==> src/include/audio_path_pkg.sv <==
// Offsets, field positions and reset values of the upper audio control bank
package audio_path_pkg;

    localparam int ADDR_W = 9;
    localparam int DATA_W = 8;

    // Register offsets
    localparam logic [8:0] OFF_ADC_GAIN_CLOCK = 9'h18d;
    localparam logic [8:0] OFF_VOICE_DAC      = 9'h18e;
    localparam logic [8:0] OFF_LEFT_DAC       = 9'h18f;
    localparam logic [8:0] OFF_RIGHT_DAC      = 9'h190;
    localparam logic [8:0] OFF_LEFT_MIXER     = 9'h191;
    localparam logic [8:0] OFF_RIGHT_MIXER    = 9'h192;
    localparam logic [8:0] OFF_RIGHT_SIDETONE = 9'h193;
    localparam logic [8:0] OFF_LEFT_SIDETONE  = 9'h194;
    localparam logic [8:0] OFF_AMP_ENABLES    = 9'h195;
    localparam logic [8:0] OFF_CONV_ENABLES   = 9'h196;
    localparam logic [8:0] OFF_ACC_STATUS     = 9'h197;
    localparam logic [8:0] OFF_ACC_MASK       = 9'h198;
    localparam logic [8:0] OFF_TRIM           = 9'h199;

    // Writable-bit masks; reserved bits are zero here
    localparam logic [7:0] WMASK_ADC_GAIN_CLOCK = 8'h7f;
    localparam logic [7:0] WMASK_VOLUME_MUTE    = 8'hbf;
    localparam logic [7:0] WMASK_LEFT_MIXER     = 8'hb7;
    localparam logic [7:0] WMASK_RIGHT_MIXER    = 8'h6e;
    localparam logic [7:0] WMASK_SIDETONE       = 8'h3f;
    localparam logic [7:0] WMASK_AMP_ENABLES    = 8'hdf;
    localparam logic [7:0] WMASK_CONV_ENABLES   = 8'hff;
    localparam logic [7:0] WMASK_ACC_MASK       = 8'h0f;
    localparam logic [7:0] WMASK_TRIM           = 8'h03;

    // Reset values
    localparam logic [7:0] RST_CTRL   = 8'h00;
    localparam logic [7:0] RST_STATUS = 8'h00;

    // Field positions
    localparam int GAIN_STEP_LSB  = 0;
    localparam int GAIN_EN_BIT    = 3;
    localparam int CLK_SEL_LSB    = 4;
    localparam int VOL_LSB        = 0;
    localparam int MUTE_BIT       = 7;
    localparam int FLAG_LONG      = 0;
    localparam int FLAG_MOMENTARY = 1;
    localparam int FLAG_HEADPHONE = 2;
    localparam int FLAG_HEADSET   = 3;
    localparam int NUM_FLAGS      = 4;

    // Stereo input clock select after reset stands for the 26 MHz reference
    localparam logic [2:0] CLK_SEL_26MHZ = 3'h0;

endpackage

==> src/rtl/audio_path_control_regs.sv <==
// Upper audio control register bank: volumes, mixers, enables, accessory events
//
// How it works
// ADC gain step, enable, clock select fields
// Voice DAC six-bit volume, mute bit seven
// Left DAC volume and mute at 0x18f
// Right DAC volume and mute at 0x190
// Earpiece, headset right/left mutes at 0x191
// Left mixer selects stereo, voice, line
// Speaker right/left mutes at 0x192
// Right mixer selects stereo, voice, line
// Side-tone six-bit volumes, upper bits reserved
// Output amplifier enables at 0x195
// Converter enables and bus drive strength
// Read-only accessory status flags
// Headphone and headset flags both read direct, uninverted
// Per-source masks; one suppresses interrupt
// Status read clears headphone and summary
// Reserved bits read zero, ignore writes
`timescale 1ns/1ps
`default_nettype none
module audio_path_control_regs
    import audio_path_pkg::*;
(
    // Clock and reset
    input  wire logic              clk_sys,
    input  wire logic              rst,
    // Serial host port, already deserialised into register accesses
    input  wire logic              reg_wr,
    input  wire logic              reg_rd,
    input  wire logic [ADDR_W-1:0] reg_addr,
    input  wire logic [DATA_W-1:0] reg_wdata,
    output logic      [DATA_W-1:0] reg_rdata,
    // Accessory detector event pulses
    input  wire logic              long_push_event,
    input  wire logic              momentary_push_event,
    input  wire logic              headphone_event,
    input  wire logic              headset_event,
    // Stereo ADC controls
    output logic      [2:0]        stereo_adc_gain_step,
    output logic                   stereo_adc_gain_enable,
    output logic      [2:0]        stereo_input_clock_select,
    // DAC volumes and mutes
    output logic      [5:0]        voice_dac_volume_code,
    output logic                   voice_dac_mute,
    output logic      [5:0]        left_dac_volume_code,
    output logic                   left_dac_mute,
    output logic      [5:0]        right_dac_volume_code,
    output logic                   right_dac_mute,
    // Amplifier mutes
    output logic                   earpiece_mute,
    output logic                   headset_right_mute,
    output logic                   headset_left_mute,
    output logic                   speaker_right_mute,
    output logic                   speaker_left_mute,
    // Mixer selects
    output logic                   left_mix_stereo_dac,
    output logic                   left_mix_voice_dac,
    output logic                   left_mix_line_in,
    output logic                   right_mix_stereo_dac,
    output logic                   right_mix_voice_dac,
    output logic                   right_mix_line_in,
    // Side-tone levels
    output logic      [5:0]        right_sidetone_level,
    output logic      [5:0]        left_sidetone_level,
    // Amplifier and converter enables
    output logic                   earpiece_amp_on,
    output logic                   headphone_right_amp_on,
    output logic                   headphone_left_amp_on,
    output logic                   lineout_right_amp_on,
    output logic                   lineout_left_amp_on,
    output logic                   speaker_right_amp_on,
    output logic                   speaker_left_amp_on,
    output logic                   voice_adc_on,
    output logic                   stereo_adc_on,
    output logic                   mic2_amp_on,
    output logic                   mic1_amp_on,
    output logic                   stereo_dac_on,
    output logic                   voice_dac_on,
    output logic      [1:0]        bus_drive_strength,
    // Trim and summary audio interrupt
    output logic      [1:0]        trim_offset_on,
    output logic                   audio_irq
);

    logic [7:0] q_gain;
    logic [7:0] q_voice;
    logic [7:0] q_left;
    logic [7:0] q_right;
    logic [7:0] q_lmix;
    logic [7:0] q_rmix;
    logic [7:0] q_rside;
    logic [7:0] q_lside;
    logic [7:0] q_amps;
    logic [7:0] q_conv;
    logic [7:0] q_mask;
    logic [7:0] q_trim;
    logic [NUM_FLAGS-1:0] flags;
    logic [NUM_FLAGS-1:0] event_vec;
    logic       status_read;
    logic       summary;
    logic [7:0] next_rdata;

    assign status_read = reg_rd && (reg_addr == OFF_ACC_STATUS);
    assign event_vec   = {headset_event, headphone_event, momentary_push_event, long_push_event};

    // Control bytes, each with its reserved bits masked off
    reg_byte #(.WMASK(WMASK_ADC_GAIN_CLOCK), .RVAL(RST_CTRL)) u_gain (
        .clk_sys(clk_sys), .rst(rst), .wr(reg_wr && reg_addr == OFF_ADC_GAIN_CLOCK),
        .wdata(reg_wdata), .q(q_gain));
    reg_byte #(.WMASK(WMASK_VOLUME_MUTE), .RVAL(RST_CTRL)) u_voice (
        .clk_sys(clk_sys), .rst(rst), .wr(reg_wr && reg_addr == OFF_VOICE_DAC),
        .wdata(reg_wdata), .q(q_voice));
    reg_byte #(.WMASK(WMASK_VOLUME_MUTE), .RVAL(RST_CTRL)) u_left (
        .clk_sys(clk_sys), .rst(rst), .wr(reg_wr && reg_addr == OFF_LEFT_DAC),
        .wdata(reg_wdata), .q(q_left));
    reg_byte #(.WMASK(WMASK_VOLUME_MUTE), .RVAL(RST_CTRL)) u_right (
        .clk_sys(clk_sys), .rst(rst), .wr(reg_wr && reg_addr == OFF_RIGHT_DAC),
        .wdata(reg_wdata), .q(q_right));
    reg_byte #(.WMASK(WMASK_LEFT_MIXER), .RVAL(RST_CTRL)) u_lmix (
        .clk_sys(clk_sys), .rst(rst), .wr(reg_wr && reg_addr == OFF_LEFT_MIXER),
        .wdata(reg_wdata), .q(q_lmix));
    reg_byte #(.WMASK(WMASK_RIGHT_MIXER), .RVAL(RST_CTRL)) u_rmix (
        .clk_sys(clk_sys), .rst(rst), .wr(reg_wr && reg_addr == OFF_RIGHT_MIXER),
        .wdata(reg_wdata), .q(q_rmix));
    reg_byte #(.WMASK(WMASK_SIDETONE), .RVAL(RST_CTRL)) u_rside (
        .clk_sys(clk_sys), .rst(rst), .wr(reg_wr && reg_addr == OFF_RIGHT_SIDETONE),
        .wdata(reg_wdata), .q(q_rside));
    reg_byte #(.WMASK(WMASK_SIDETONE), .RVAL(RST_CTRL)) u_lside (
        .clk_sys(clk_sys), .rst(rst), .wr(reg_wr && reg_addr == OFF_LEFT_SIDETONE),
        .wdata(reg_wdata), .q(q_lside));
    reg_byte #(.WMASK(WMASK_AMP_ENABLES), .RVAL(RST_CTRL)) u_amps (
        .clk_sys(clk_sys), .rst(rst), .wr(reg_wr && reg_addr == OFF_AMP_ENABLES),
        .wdata(reg_wdata), .q(q_amps));
    reg_byte #(.WMASK(WMASK_CONV_ENABLES), .RVAL(RST_CTRL)) u_conv (
        .clk_sys(clk_sys), .rst(rst), .wr(reg_wr && reg_addr == OFF_CONV_ENABLES),
        .wdata(reg_wdata), .q(q_conv));
    reg_byte #(.WMASK(WMASK_ACC_MASK), .RVAL(RST_CTRL)) u_mask (
        .clk_sys(clk_sys), .rst(rst), .wr(reg_wr && reg_addr == OFF_ACC_MASK),
        .wdata(reg_wdata), .q(q_mask));
    reg_byte #(.WMASK(WMASK_TRIM), .RVAL(RST_CTRL)) u_trim (
        .clk_sys(clk_sys), .rst(rst), .wr(reg_wr && reg_addr == OFF_TRIM),
        .wdata(reg_wdata), .q(q_trim));

    // Accessory event flags; the status register itself cannot be written
    event_flags u_flags (
        .clk_sys   (clk_sys),
        .rst       (rst),
        .event_set (event_vec),
        .rd_clear  (status_read),
        .flags     (flags)
    );

    // Summary interrupt is sticky: set by any unmasked event, cleared by a status read.
    // Masking suppresses the event rather than hiding a flag already raised.
    always_ff @(posedge clk_sys) begin
        if (rst) begin
            summary <= 1'b0;
        end else if (|(event_vec & ~q_mask[NUM_FLAGS-1:0])) begin
            summary <= 1'b1;
        end else if (status_read) begin
            summary <= 1'b0;
        end
    end

    // Read data selection; unmapped offsets and reserved bits return zero
    always_comb begin
        next_rdata = 8'h00;
        if (reg_addr == OFF_ADC_GAIN_CLOCK) begin
            next_rdata = q_gain;
        end else if (reg_addr == OFF_VOICE_DAC) begin
            next_rdata = q_voice;
        end else if (reg_addr == OFF_LEFT_DAC) begin
            next_rdata = q_left;
        end else if (reg_addr == OFF_RIGHT_DAC) begin
            next_rdata = q_right;
        end else if (reg_addr == OFF_LEFT_MIXER) begin
            next_rdata = q_lmix;
        end else if (reg_addr == OFF_RIGHT_MIXER) begin
            next_rdata = q_rmix;
        end else if (reg_addr == OFF_RIGHT_SIDETONE) begin
            next_rdata = q_rside;
        end else if (reg_addr == OFF_LEFT_SIDETONE) begin
            next_rdata = q_lside;
        end else if (reg_addr == OFF_AMP_ENABLES) begin
            next_rdata = q_amps;
        end else if (reg_addr == OFF_CONV_ENABLES) begin
            next_rdata = q_conv;
        end else if (reg_addr == OFF_ACC_STATUS) begin
            next_rdata = {4'h0, flags};
        end else if (reg_addr == OFF_ACC_MASK) begin
            next_rdata = q_mask;
        end else if (reg_addr == OFF_TRIM) begin
            next_rdata = q_trim;
        end
    end

    // Read data registered one cycle after the strobe; held between reads
    always_ff @(posedge clk_sys) begin
        if (rst) begin
            reg_rdata <= 8'h00;
        end else if (reg_rd) begin
            reg_rdata <= next_rdata;
        end
    end

    // Field outputs, registered so each pin comes from a flip-flop (one cycle behind the byte)
    always_ff @(posedge clk_sys) begin
        if (rst) begin
            stereo_adc_gain_step      <= 3'h0;
            stereo_adc_gain_enable    <= 1'b0;
            stereo_input_clock_select <= CLK_SEL_26MHZ;
            voice_dac_volume_code     <= 6'h00;
            voice_dac_mute            <= 1'b0;
            left_dac_volume_code      <= 6'h00;
            left_dac_mute             <= 1'b0;
            right_dac_volume_code     <= 6'h00;
            right_dac_mute            <= 1'b0;
        end else begin
            stereo_adc_gain_step      <= q_gain[GAIN_STEP_LSB +: 3];
            stereo_adc_gain_enable    <= q_gain[GAIN_EN_BIT];
            stereo_input_clock_select <= q_gain[CLK_SEL_LSB +: 3];
            voice_dac_volume_code     <= q_voice[VOL_LSB +: 6];
            voice_dac_mute            <= q_voice[MUTE_BIT];
            left_dac_volume_code      <= q_left[VOL_LSB +: 6];
            left_dac_mute             <= q_left[MUTE_BIT];
            right_dac_volume_code     <= q_right[VOL_LSB +: 6];
            right_dac_mute            <= q_right[MUTE_BIT];
        end
    end

    // Mutes, mixer selects and side-tone levels
    always_ff @(posedge clk_sys) begin
        if (rst) begin
            earpiece_mute        <= 1'b0;
            headset_right_mute   <= 1'b0;
            headset_left_mute    <= 1'b0;
            speaker_right_mute   <= 1'b0;
            speaker_left_mute    <= 1'b0;
            left_mix_stereo_dac  <= 1'b0;
            left_mix_voice_dac   <= 1'b0;
            left_mix_line_in     <= 1'b0;
            right_mix_stereo_dac <= 1'b0;
            right_mix_voice_dac  <= 1'b0;
            right_mix_line_in    <= 1'b0;
            right_sidetone_level <= 6'h00;
            left_sidetone_level  <= 6'h00;
        end else begin
            earpiece_mute        <= q_lmix[0];
            headset_right_mute   <= q_lmix[1];
            headset_left_mute    <= q_lmix[2];
            left_mix_stereo_dac  <= q_lmix[4];
            left_mix_voice_dac   <= q_lmix[5];
            left_mix_line_in     <= q_lmix[7];
            speaker_right_mute   <= q_rmix[1];
            speaker_left_mute    <= q_rmix[2];
            right_mix_stereo_dac <= q_rmix[3];
            right_mix_voice_dac  <= q_rmix[5];
            right_mix_line_in    <= q_rmix[6];
            right_sidetone_level <= q_rside[5:0];
            left_sidetone_level  <= q_lside[5:0];
        end
    end

    // Power enables, drive strength, trim and interrupt pin
    always_ff @(posedge clk_sys) begin
        if (rst) begin
            earpiece_amp_on        <= 1'b0;
            headphone_right_amp_on <= 1'b0;
            headphone_left_amp_on  <= 1'b0;
            lineout_right_amp_on   <= 1'b0;
            lineout_left_amp_on    <= 1'b0;
            speaker_right_amp_on   <= 1'b0;
            speaker_left_amp_on    <= 1'b0;
            voice_adc_on           <= 1'b0;
            stereo_adc_on          <= 1'b0;
            mic2_amp_on            <= 1'b0;
            mic1_amp_on            <= 1'b0;
            stereo_dac_on          <= 1'b0;
            voice_dac_on           <= 1'b0;
            bus_drive_strength     <= 2'h0;
            trim_offset_on         <= 2'h0;
            audio_irq              <= 1'b0;
        end else begin
            earpiece_amp_on        <= q_amps[0];
            headphone_right_amp_on <= q_amps[1];
            headphone_left_amp_on  <= q_amps[2];
            lineout_right_amp_on   <= q_amps[3];
            lineout_left_amp_on    <= q_amps[4];
            speaker_right_amp_on   <= q_amps[6];
            speaker_left_amp_on    <= q_amps[7];
            voice_adc_on           <= q_conv[0];
            stereo_adc_on          <= q_conv[1];
            mic2_amp_on            <= q_conv[2];
            mic1_amp_on            <= q_conv[3];
            stereo_dac_on          <= q_conv[4];
            voice_dac_on           <= q_conv[5];
            bus_drive_strength     <= q_conv[7:6];
            trim_offset_on         <= q_trim[1:0];
            audio_irq              <= summary;
        end
    end

endmodule
`default_nettype wire

==> src/rtl/event_flags.sv <==
// Sticky accessory event flags with read-to-clear of the headphone flag
`timescale 1ns/1ps
`default_nettype none
module event_flags
    import audio_path_pkg::*;
(
    // Clock and reset
    input  wire logic                 clk_sys,
    input  wire logic                 rst,
    // Event pulse of each source
    input  wire logic [NUM_FLAGS-1:0] event_set,
    // Clear request from a status read
    input  wire logic                 rd_clear,
    // Flag state
    output logic      [NUM_FLAGS-1:0] flags
);

    // A set in the clear cycle wins, so no event is lost
    genvar i;
    generate
        for (i = 0; i < NUM_FLAGS; i++) begin : g_flag
            always_ff @(posedge clk_sys) begin
                if (rst) begin
                    flags[i] <= 1'b0;
                end else if (event_set[i]) begin
                    flags[i] <= 1'b1;
                end else if (rd_clear && i == FLAG_HEADPHONE) begin
                    flags[i] <= 1'b0;
                end
            end
        end
    endgenerate

endmodule
`default_nettype wire

==> src/rtl/reg_byte.sv <==
// One writable control byte with a write mask and reset value
`timescale 1ns/1ps
`default_nettype none
module reg_byte
    import audio_path_pkg::*;
#(
    parameter logic [7:0] WMASK = 8'hff,
    parameter logic [7:0] RVAL  = 8'h00
) (
    // Clock and reset
    input  wire logic       clk_sys,
    input  wire logic       rst,
    // Write port
    input  wire logic       wr,
    input  wire logic [7:0] wdata,
    // Stored value
    output logic      [7:0] q
);

    // Reserved bits never store, so they read as zero
    always_ff @(posedge clk_sys) begin
        if (rst) begin
            q <= RVAL & WMASK;
        end else if (wr) begin
            q <= wdata & WMASK;
        end
    end

endmodule
`default_nettype wire

==> config.mk <==
export PLATFORM = sky130hd
export DESIGN_NAME = audio_path_control_regs
export DESIGN_NICKNAME = d
export VERILOG_FILES = /design/src/include/audio_path_pkg.sv /design/src/rtl/audio_path_control_regs.sv /design/src/rtl/event_flags.sv /design/src/rtl/reg_byte.sv
export SDC_FILE = /design/constraint.sdc
export NUM_CORES = 1
export LEC_CHECK = 0
export BUFFER_PORTS_ARGS = -buffer_cell sky130_fd_sc_hd__clkbuf_2
export CAP_MARGIN = 20
export CELL_PAD_IN_SITES_DETAIL_PLACEMENT = 2
export CELL_PAD_IN_SITES_GLOBAL_PLACEMENT = 2
export CORE_ASPECT_RATIO = 1.4
export CORE_MARGIN = 4
export CORE_UTILIZATION = 37
export CTS_CLUSTER_SIZE = 30
export DETAILED_ROUTE_END_ITERATION = 10
export GPL_TIMING_DRIVEN = 0
export HOLD_SLACK_MARGIN = 0.1
export PLACE_DENSITY = 0.94
export SLEW_MARGIN = 20
export SYNTH_ARGS = -nofsm -noshare
export SYNTH_HDL_FRONTEND = slang
export SYNTH_SLANG_ARGS = --single-unit
==> constraint.sdc <==
create_clock -name clk_sys -period 2.8 [get_ports clk_sys]
set_clock_uncertainty 0.1 [all_clocks]
set_input_delay 0.56 -clock clk_sys [delete_from_list [all_inputs] [get_ports clk_sys]]
set_output_delay 0.56 -clock clk_sys [all_outputs]
set_load 0.01 [all_outputs]
Word level (Yosys, flattened, before mapping)
Cells that the tools add are included.

Bits in registers: 154. Input bits: 25. Output and inout bits: 77.

Equality and inequality tests: 13. Mux-type cells: 16. Bitwise logic cells: 2. Reduce and logical (&&, ||, !) cells: 16.

Operators with widths (number): equality test 9 bit (second input constant) (13); 2-to-1 mux 8 bit (10); logical AND 1 bit (13); 2-to-1 mux 4 bit (2); bitwise AND 4 bit (1); NOT 4 bit (1); nonzero test 2 bit (2); OR reduction 4 bit (1); 2-to-1 mux 1 bit (3); 2-to-1 mux 2 bit (1).

Logic depth before layout (Yosys ltp)
Depth in word-level cells: 14. Depth in mapped cells: 7.

Hierarchy
From an unflattened synthesis, not the netlist that was laid out.

Cell total of the unflattened synthesis: 671. Area, all modules: 6581.3 µm².

By module, submodules not included: audio_path_control_regs (instances 1, cells each 395, area an instance 3684.8 µm², sequential area each 1561.5 µm²); reg_byte (u_amps ...) (instances 5, cells each 24, area an instance 259.0 µm², sequential area each 140.1 µm²); reg_byte (u_lmix ...) (instances 3, cells each 22, area an instance 232.7 µm², sequential area each 120.1 µm²); reg_byte (u_conv) (instances 1, cells each 26, area an instance 285.3 µm², sequential area each 160.2 µm²); reg_byte (u_rmix) (instances 1, cells each 20, area an instance 206.4 µm², sequential area each 100.1 µm²); reg_byte (u_mask) (instances 1, cells each 18, area an instance 173.9 µm², sequential area each 80.1 µm²); event_flags (instances 1, cells each 13, area an instance 121.4 µm², sequential area each 80.1 µm²); reg_byte (u_trim) (instances 1, cells each 13, area an instance 116.4 µm², sequential area each 40.0 µm²).

Worst setup path after synthesis
OpenSTA, ideal clock, no wires.

Path type: in2reg. Start: input reg_addr[3]. End: register reg_rdata[4]. Arrival time: 1766 ps. Data required time: 2612 ps. Path slack: 846 ps. Cell stages on the path: 6. Cells stage by stage: buf_6 -> or3b_4 -> a221o_1 -> a31oi_1 -> o21ai_1 -> a311oi_2.

Longest elaborated chain between the ends: 11. Elaborated cells between the ends (all ways): 20.

RTL lines: from (decl) (RTL line audio_path_control_regs.sv:31) `input wire logic [ADDR_W-1:0] reg_addr,`; equality test 9 bit (RTL line audio_path_control_regs.sv:187) `end else if (reg_addr == OFF_CONV_ENABLES) begin`; 2-to-1 mux 8 bit (RTL line audio_path_control_regs.sv:187); 2-to-1 mux 8 bit (RTL line audio_path_control_regs.sv:185) `end else if (reg_addr == OFF_AMP_ENABLES) begin`; 2-to-1 mux 8 bit (RTL line audio_path_control_regs.sv:183) `end else if (reg_addr == OFF_LEFT_SIDETONE) begin`; 2-to-1 mux 8 bit (RTL line audio_path_control_regs.sv:181) `end else if (reg_addr == OFF_RIGHT_SIDETONE) begin`; 2-to-1 mux 8 bit (RTL line audio_path_control_regs.sv:179) `end else if (reg_addr == OFF_RIGHT_MIXER) begin`; 2-to-1 mux 8 bit (RTL line audio_path_control_regs.sv:177) `end else if (reg_addr == OFF_LEFT_MIXER) begin`; 2-to-1 mux 8 bit (RTL line audio_path_control_regs.sv:175) `end else if (reg_addr == OFF_RIGHT_DAC) begin`; 2-to-1 mux 8 bit (RTL line audio_path_control_regs.sv:173) `end else if (reg_addr == OFF_LEFT_DAC) begin`; 2-to-1 mux 8 bit (RTL line audio_path_control_regs.sv:171) `end else if (reg_addr == OFF_VOICE_DAC) begin`; 2-to-1 mux 8 bit * (RTL line audio_path_control_regs.sv:169) `if (reg_addr == OFF_ADC_GAIN_CLOCK) begin`; to (signal assigned) (RTL line audio_path_control_regs.sv:203) `reg_rdata <= next_rdata;`; to (decl) (RTL line audio_path_control_regs.sv:33) `output logic [DATA_W-1:0] reg_rdata,`.

Mark *: on every way between the ends. The rest lies on a longest branch, timed or not. A chain may end at the register's enable or synchronous reset.

Worst setup path after layout
Start: input reg_addr[1]. End: register u_left.q[1].

Longest elaborated chain between the ends: 2.

RTL lines: equality test 9 bit (RTL line audio_path_control_regs.sv:115) `.clk_sys(clk_sys), .rst(rst), .wr(reg_wr && reg_addr == OFF_LEFT_DAC),`; logical AND 1 bit (RTL line audio_path_control_regs.sv:115); to (signal assigned) (RTL line reg_byte.sv:23) `q <= RVAL & WMASK;`; to (signal assigned) (RTL line reg_byte.sv:25) `q <= wdata & WMASK;`; to (decl) (RTL line reg_byte.sv:17) `output logic [7:0] q`.

No other way between the ends.

==> out/qor.csv <==
stage,metric,value,unit
cts,total CTS buffers,17,
worst_hold_path,Hold Path Class,primary input to flop,
cts,clk slew on worst S/H paths,60,ps
finish,Final #Nets,773,
sta,final setup TNS,0,ps
sta,worst-margin pin slew,896.9,ps
routing,DRT Pass-1 Iters,4,
worst_setup_path,Worst Path Arrival,2430,ps
sta,worst rel slew slack,40.21,%
pwr,leak pwr,2.882,nW
placement,IO Port Bufs,95,
cts,CTS resizes,0,
floorplan,row count,54,
synthesis,syn_area_per_cell,9.498,sq um
grt,largest net degree at the start of global routing,17,
synthesis,"Seq/Total Area, Yosys",51.19,%
synthesis,syn nets,659,
floorplan,die width,115.8,um
cts,CTS Hold Bufs,0,
sta,RSZ-0062 raised after global routing,no,
synthesis,prevailing post-synth register cell,dfxtp_1,
synthesis,Post-Syn Area,6022,sq um
grt,initial antenna violation count,0,
routing,WL/cell,26.28,um
cts,H-tree levels,4,
synthesis,yosys warns,0,
finish,"most common cell after layout, fill and taps aside",dfxtp_1,
synthesis,"EDFF count, synth",0,
synthesis,Cells after Synth,634,
cts,CTS root buf,clkbuf_16,
cts,Post-CTS Setup Bufs,0,
grt,GRT Overall Usage,27.77,%
finish,layout cell share with drive strength beyond 1,22.24,%
routing,Routed WL,25120,um
cts,worst skew pair latency,440,ps
placement,RD Place Congestion,0.9184,
pwr,PD cells,680.4,nW/um^2
floorplan,core area,15810,sq um
finish,# diodes,0,
worst_setup_path,crit path launch type,primary input,
placement,post-DP HPWL,17640,um
floorplan,# IOs,102,
cts,CTS tree,yes,
routing,drt via density,5.733,
grt,first-pass GRT wire length,38080,um
floorplan,Starting Density,38.09,%
routing,Remaining DRCs,0,
finish,register area,3083,sq um
job,MaxCap Viol Count,0,
worst_hold_path,Hold Crit Depth,3,
worst_setup_path,Reg2Reg Depth,5,
routing,Vias,5481,
cts,clock sink count,154,
floorplan,die footprint,18410,sq um
sta,Setup WS post-layout,564.0,ps
placement,Place WS,225.0,ps
worst_setup_path,crit path max fanout,10,
worst_setup_path,type of the worst setup path,primary input to flop,
run_status,outcome,finished clean,
sta,setup violators final,0,
sta,max frequency,447.2,MHz
finish,"commonest non-fill, non-tap cells in the layout","dfxtp_1 (154), clkbuf_2 (97), nor2_1 (70)",
finish,P&R area growth vs syn,22.44,%
grt,number of global-route vias before repair,6187,
synthesis,register bit total from synthesis,154,
floorplan,chip height,159.0,um
finish,area of the multi-input gates,2669,sq um
worst_setup_path,crit end category,flop,
cts,maximum root-to-sink buffer count,2,
grt,GR Overflow Total,0,
finish,fill cell count,1706,
worst_setup_path,CP required,2990,ps
sta,minimum clock period,2236,ps
synthesis,fraction of registers with async set/reset,0,%
routing,Post-DRT Antenna Nets,0,
pwr,VDD IR max,0.5423,mV
sta,period utilization,79.86,%
synthesis,Yosys cell types,62,
sta,Fin. Hold Viols,0,
sta,Max Transition Viols Final,0,
routing,Starting DRT DRC Count,351,
==> cell families after synthesis <==
group                  count (synthesis)  share of synthesized area, %
buffers and inverters                 57                         4.488
muxes                                 51                         9.038
and+or+nand+nor                      237                         21.46
AOI/OAI and AO/OA                    135                         13.82
DFF                                  154                         51.19
==> flip-flops by register name (all words and copies together), names as in the netlist, 4 cells and up <==
signal and cells:
right_sidetone_level 6, right_dac_volume_code 6, u_voice.q 7, reg_rdata 8
u_amps.q 7, voice_dac_volume_code 6, left_sidetone_level 6, u_mask.q 4
u_flags.flags 4, u_left.q 7, u_gain.q 7, u_lside.q 6
u_lmix.q 6, u_conv.q 8, left_dac_volume_code 6, u_rside.q 6
u_right.q 7, u_rmix.q 5
==> cells in the mapped netlist (3+ instances only) <==
cell | count | share of area (%)
clkbuf_1 | 30 | 1.9
mux2i_1 | 42 | 7.0
nor3b_1 | 3 | 0.37
o22ai_1 | 3 | 0.31
a21oi_1 | 47 | 3.9
nand2_1 | 48 | 3.0
a311oi_1 | 4 | 0.58
nand4_1 | 3 | 0.31
buf_2 | 4 | 0.33
inv_1 | 12 | 0.75
nor2b_1 | 68 | 7.1
nor2_1 | 70 | 4.4
nor2_4 | 7 | 1.3
mux2_2 | 5 | 0.93
nand3_1 | 10 | 0.83
a22oi_1 | 4 | 0.50
a221oi_1 | 3 | 0.44
buf_6 | 4 | 0.75
a31oi_1 | 4 | 0.42
buf_4 | 5 | 0.62
o221ai_1 | 5 | 0.73
dfxtp_1 | 154 | 51
o21ai_0 | 41 | 3.4
nand2b_1 | 4 | 0.42
==> through the flow <==
step	cells	instance area (sq um)	power [mW]	hold slack [ps]	util, %
CTS	956	7373	5.047	269.2	46.64
global route	956	7373	5.163	294.2	46.64
finish	956	7373	5.017	280.5	46.64
floorplan	634	6022	2.406	326.8	-
detailed placement	925	6743	2.526	362.0	42.65
global placement	925	6743	2.514	345.5	42.65
==> area by class of cell <==
type | count | share of cell area, %
Sequential cell | 154 | 41.81
Multi-Input combinational cell | 423 | 36.20
Timing Repair Buffer | 95 | 6.448
Clock buffer | 19 | 6.007
Tap cell | 196 | 3.326
Buffer | 45 | 3.054
Clock inverter | 12 | 2.545
Inverter | 12 | 0.6109
==> worst paths after layout <==
kind                                  start  slack, ps                            end
setup / recovery                reg_addr[1]        560       u_left.q[1]$_SDFFE_PP0P_
hold / removal              headphone_event        280  u_flags.flags[2]$_SDFFE_PP0P_
setup reg to reg  u_right.q[2]$_SDFFE_PP0P_        890      reg_rdata[2]$_SDFFE_PP0P_
hold reg to reg        summary$_SDFFE_PP0P_        370           summary$_SDFFE_PP0P_
==> critical path, stage by stage <==
cell and delay [ps]:
clkbuf_2 120, buf_4 240, buf_4 280, nand3_1 390, nor2_4 430, mux2i_1 290
nor2_1 100
==> routing by layer <==
layer  GRT usage [%]  vias up  routed length (um)
li1                -     2411                   -
met1           30.43     2786                9466
met2           48.66      205               13130
met3           5.399       79                1083
met4           16.04        0                1443
met5               0        -                   0
==> power by group <==
part | leakage, nW | switching (mW) | total, mW | internal [mW]
Sequential | 1.24 | 0.00933 | 2.21 | 2.20
Combinational | 1.34 | 0.202 | 0.276 | 0.0739
Clock | 0.301 | 1.00 | 2.53 | 1.53
(Power assumes the default switching activity.)
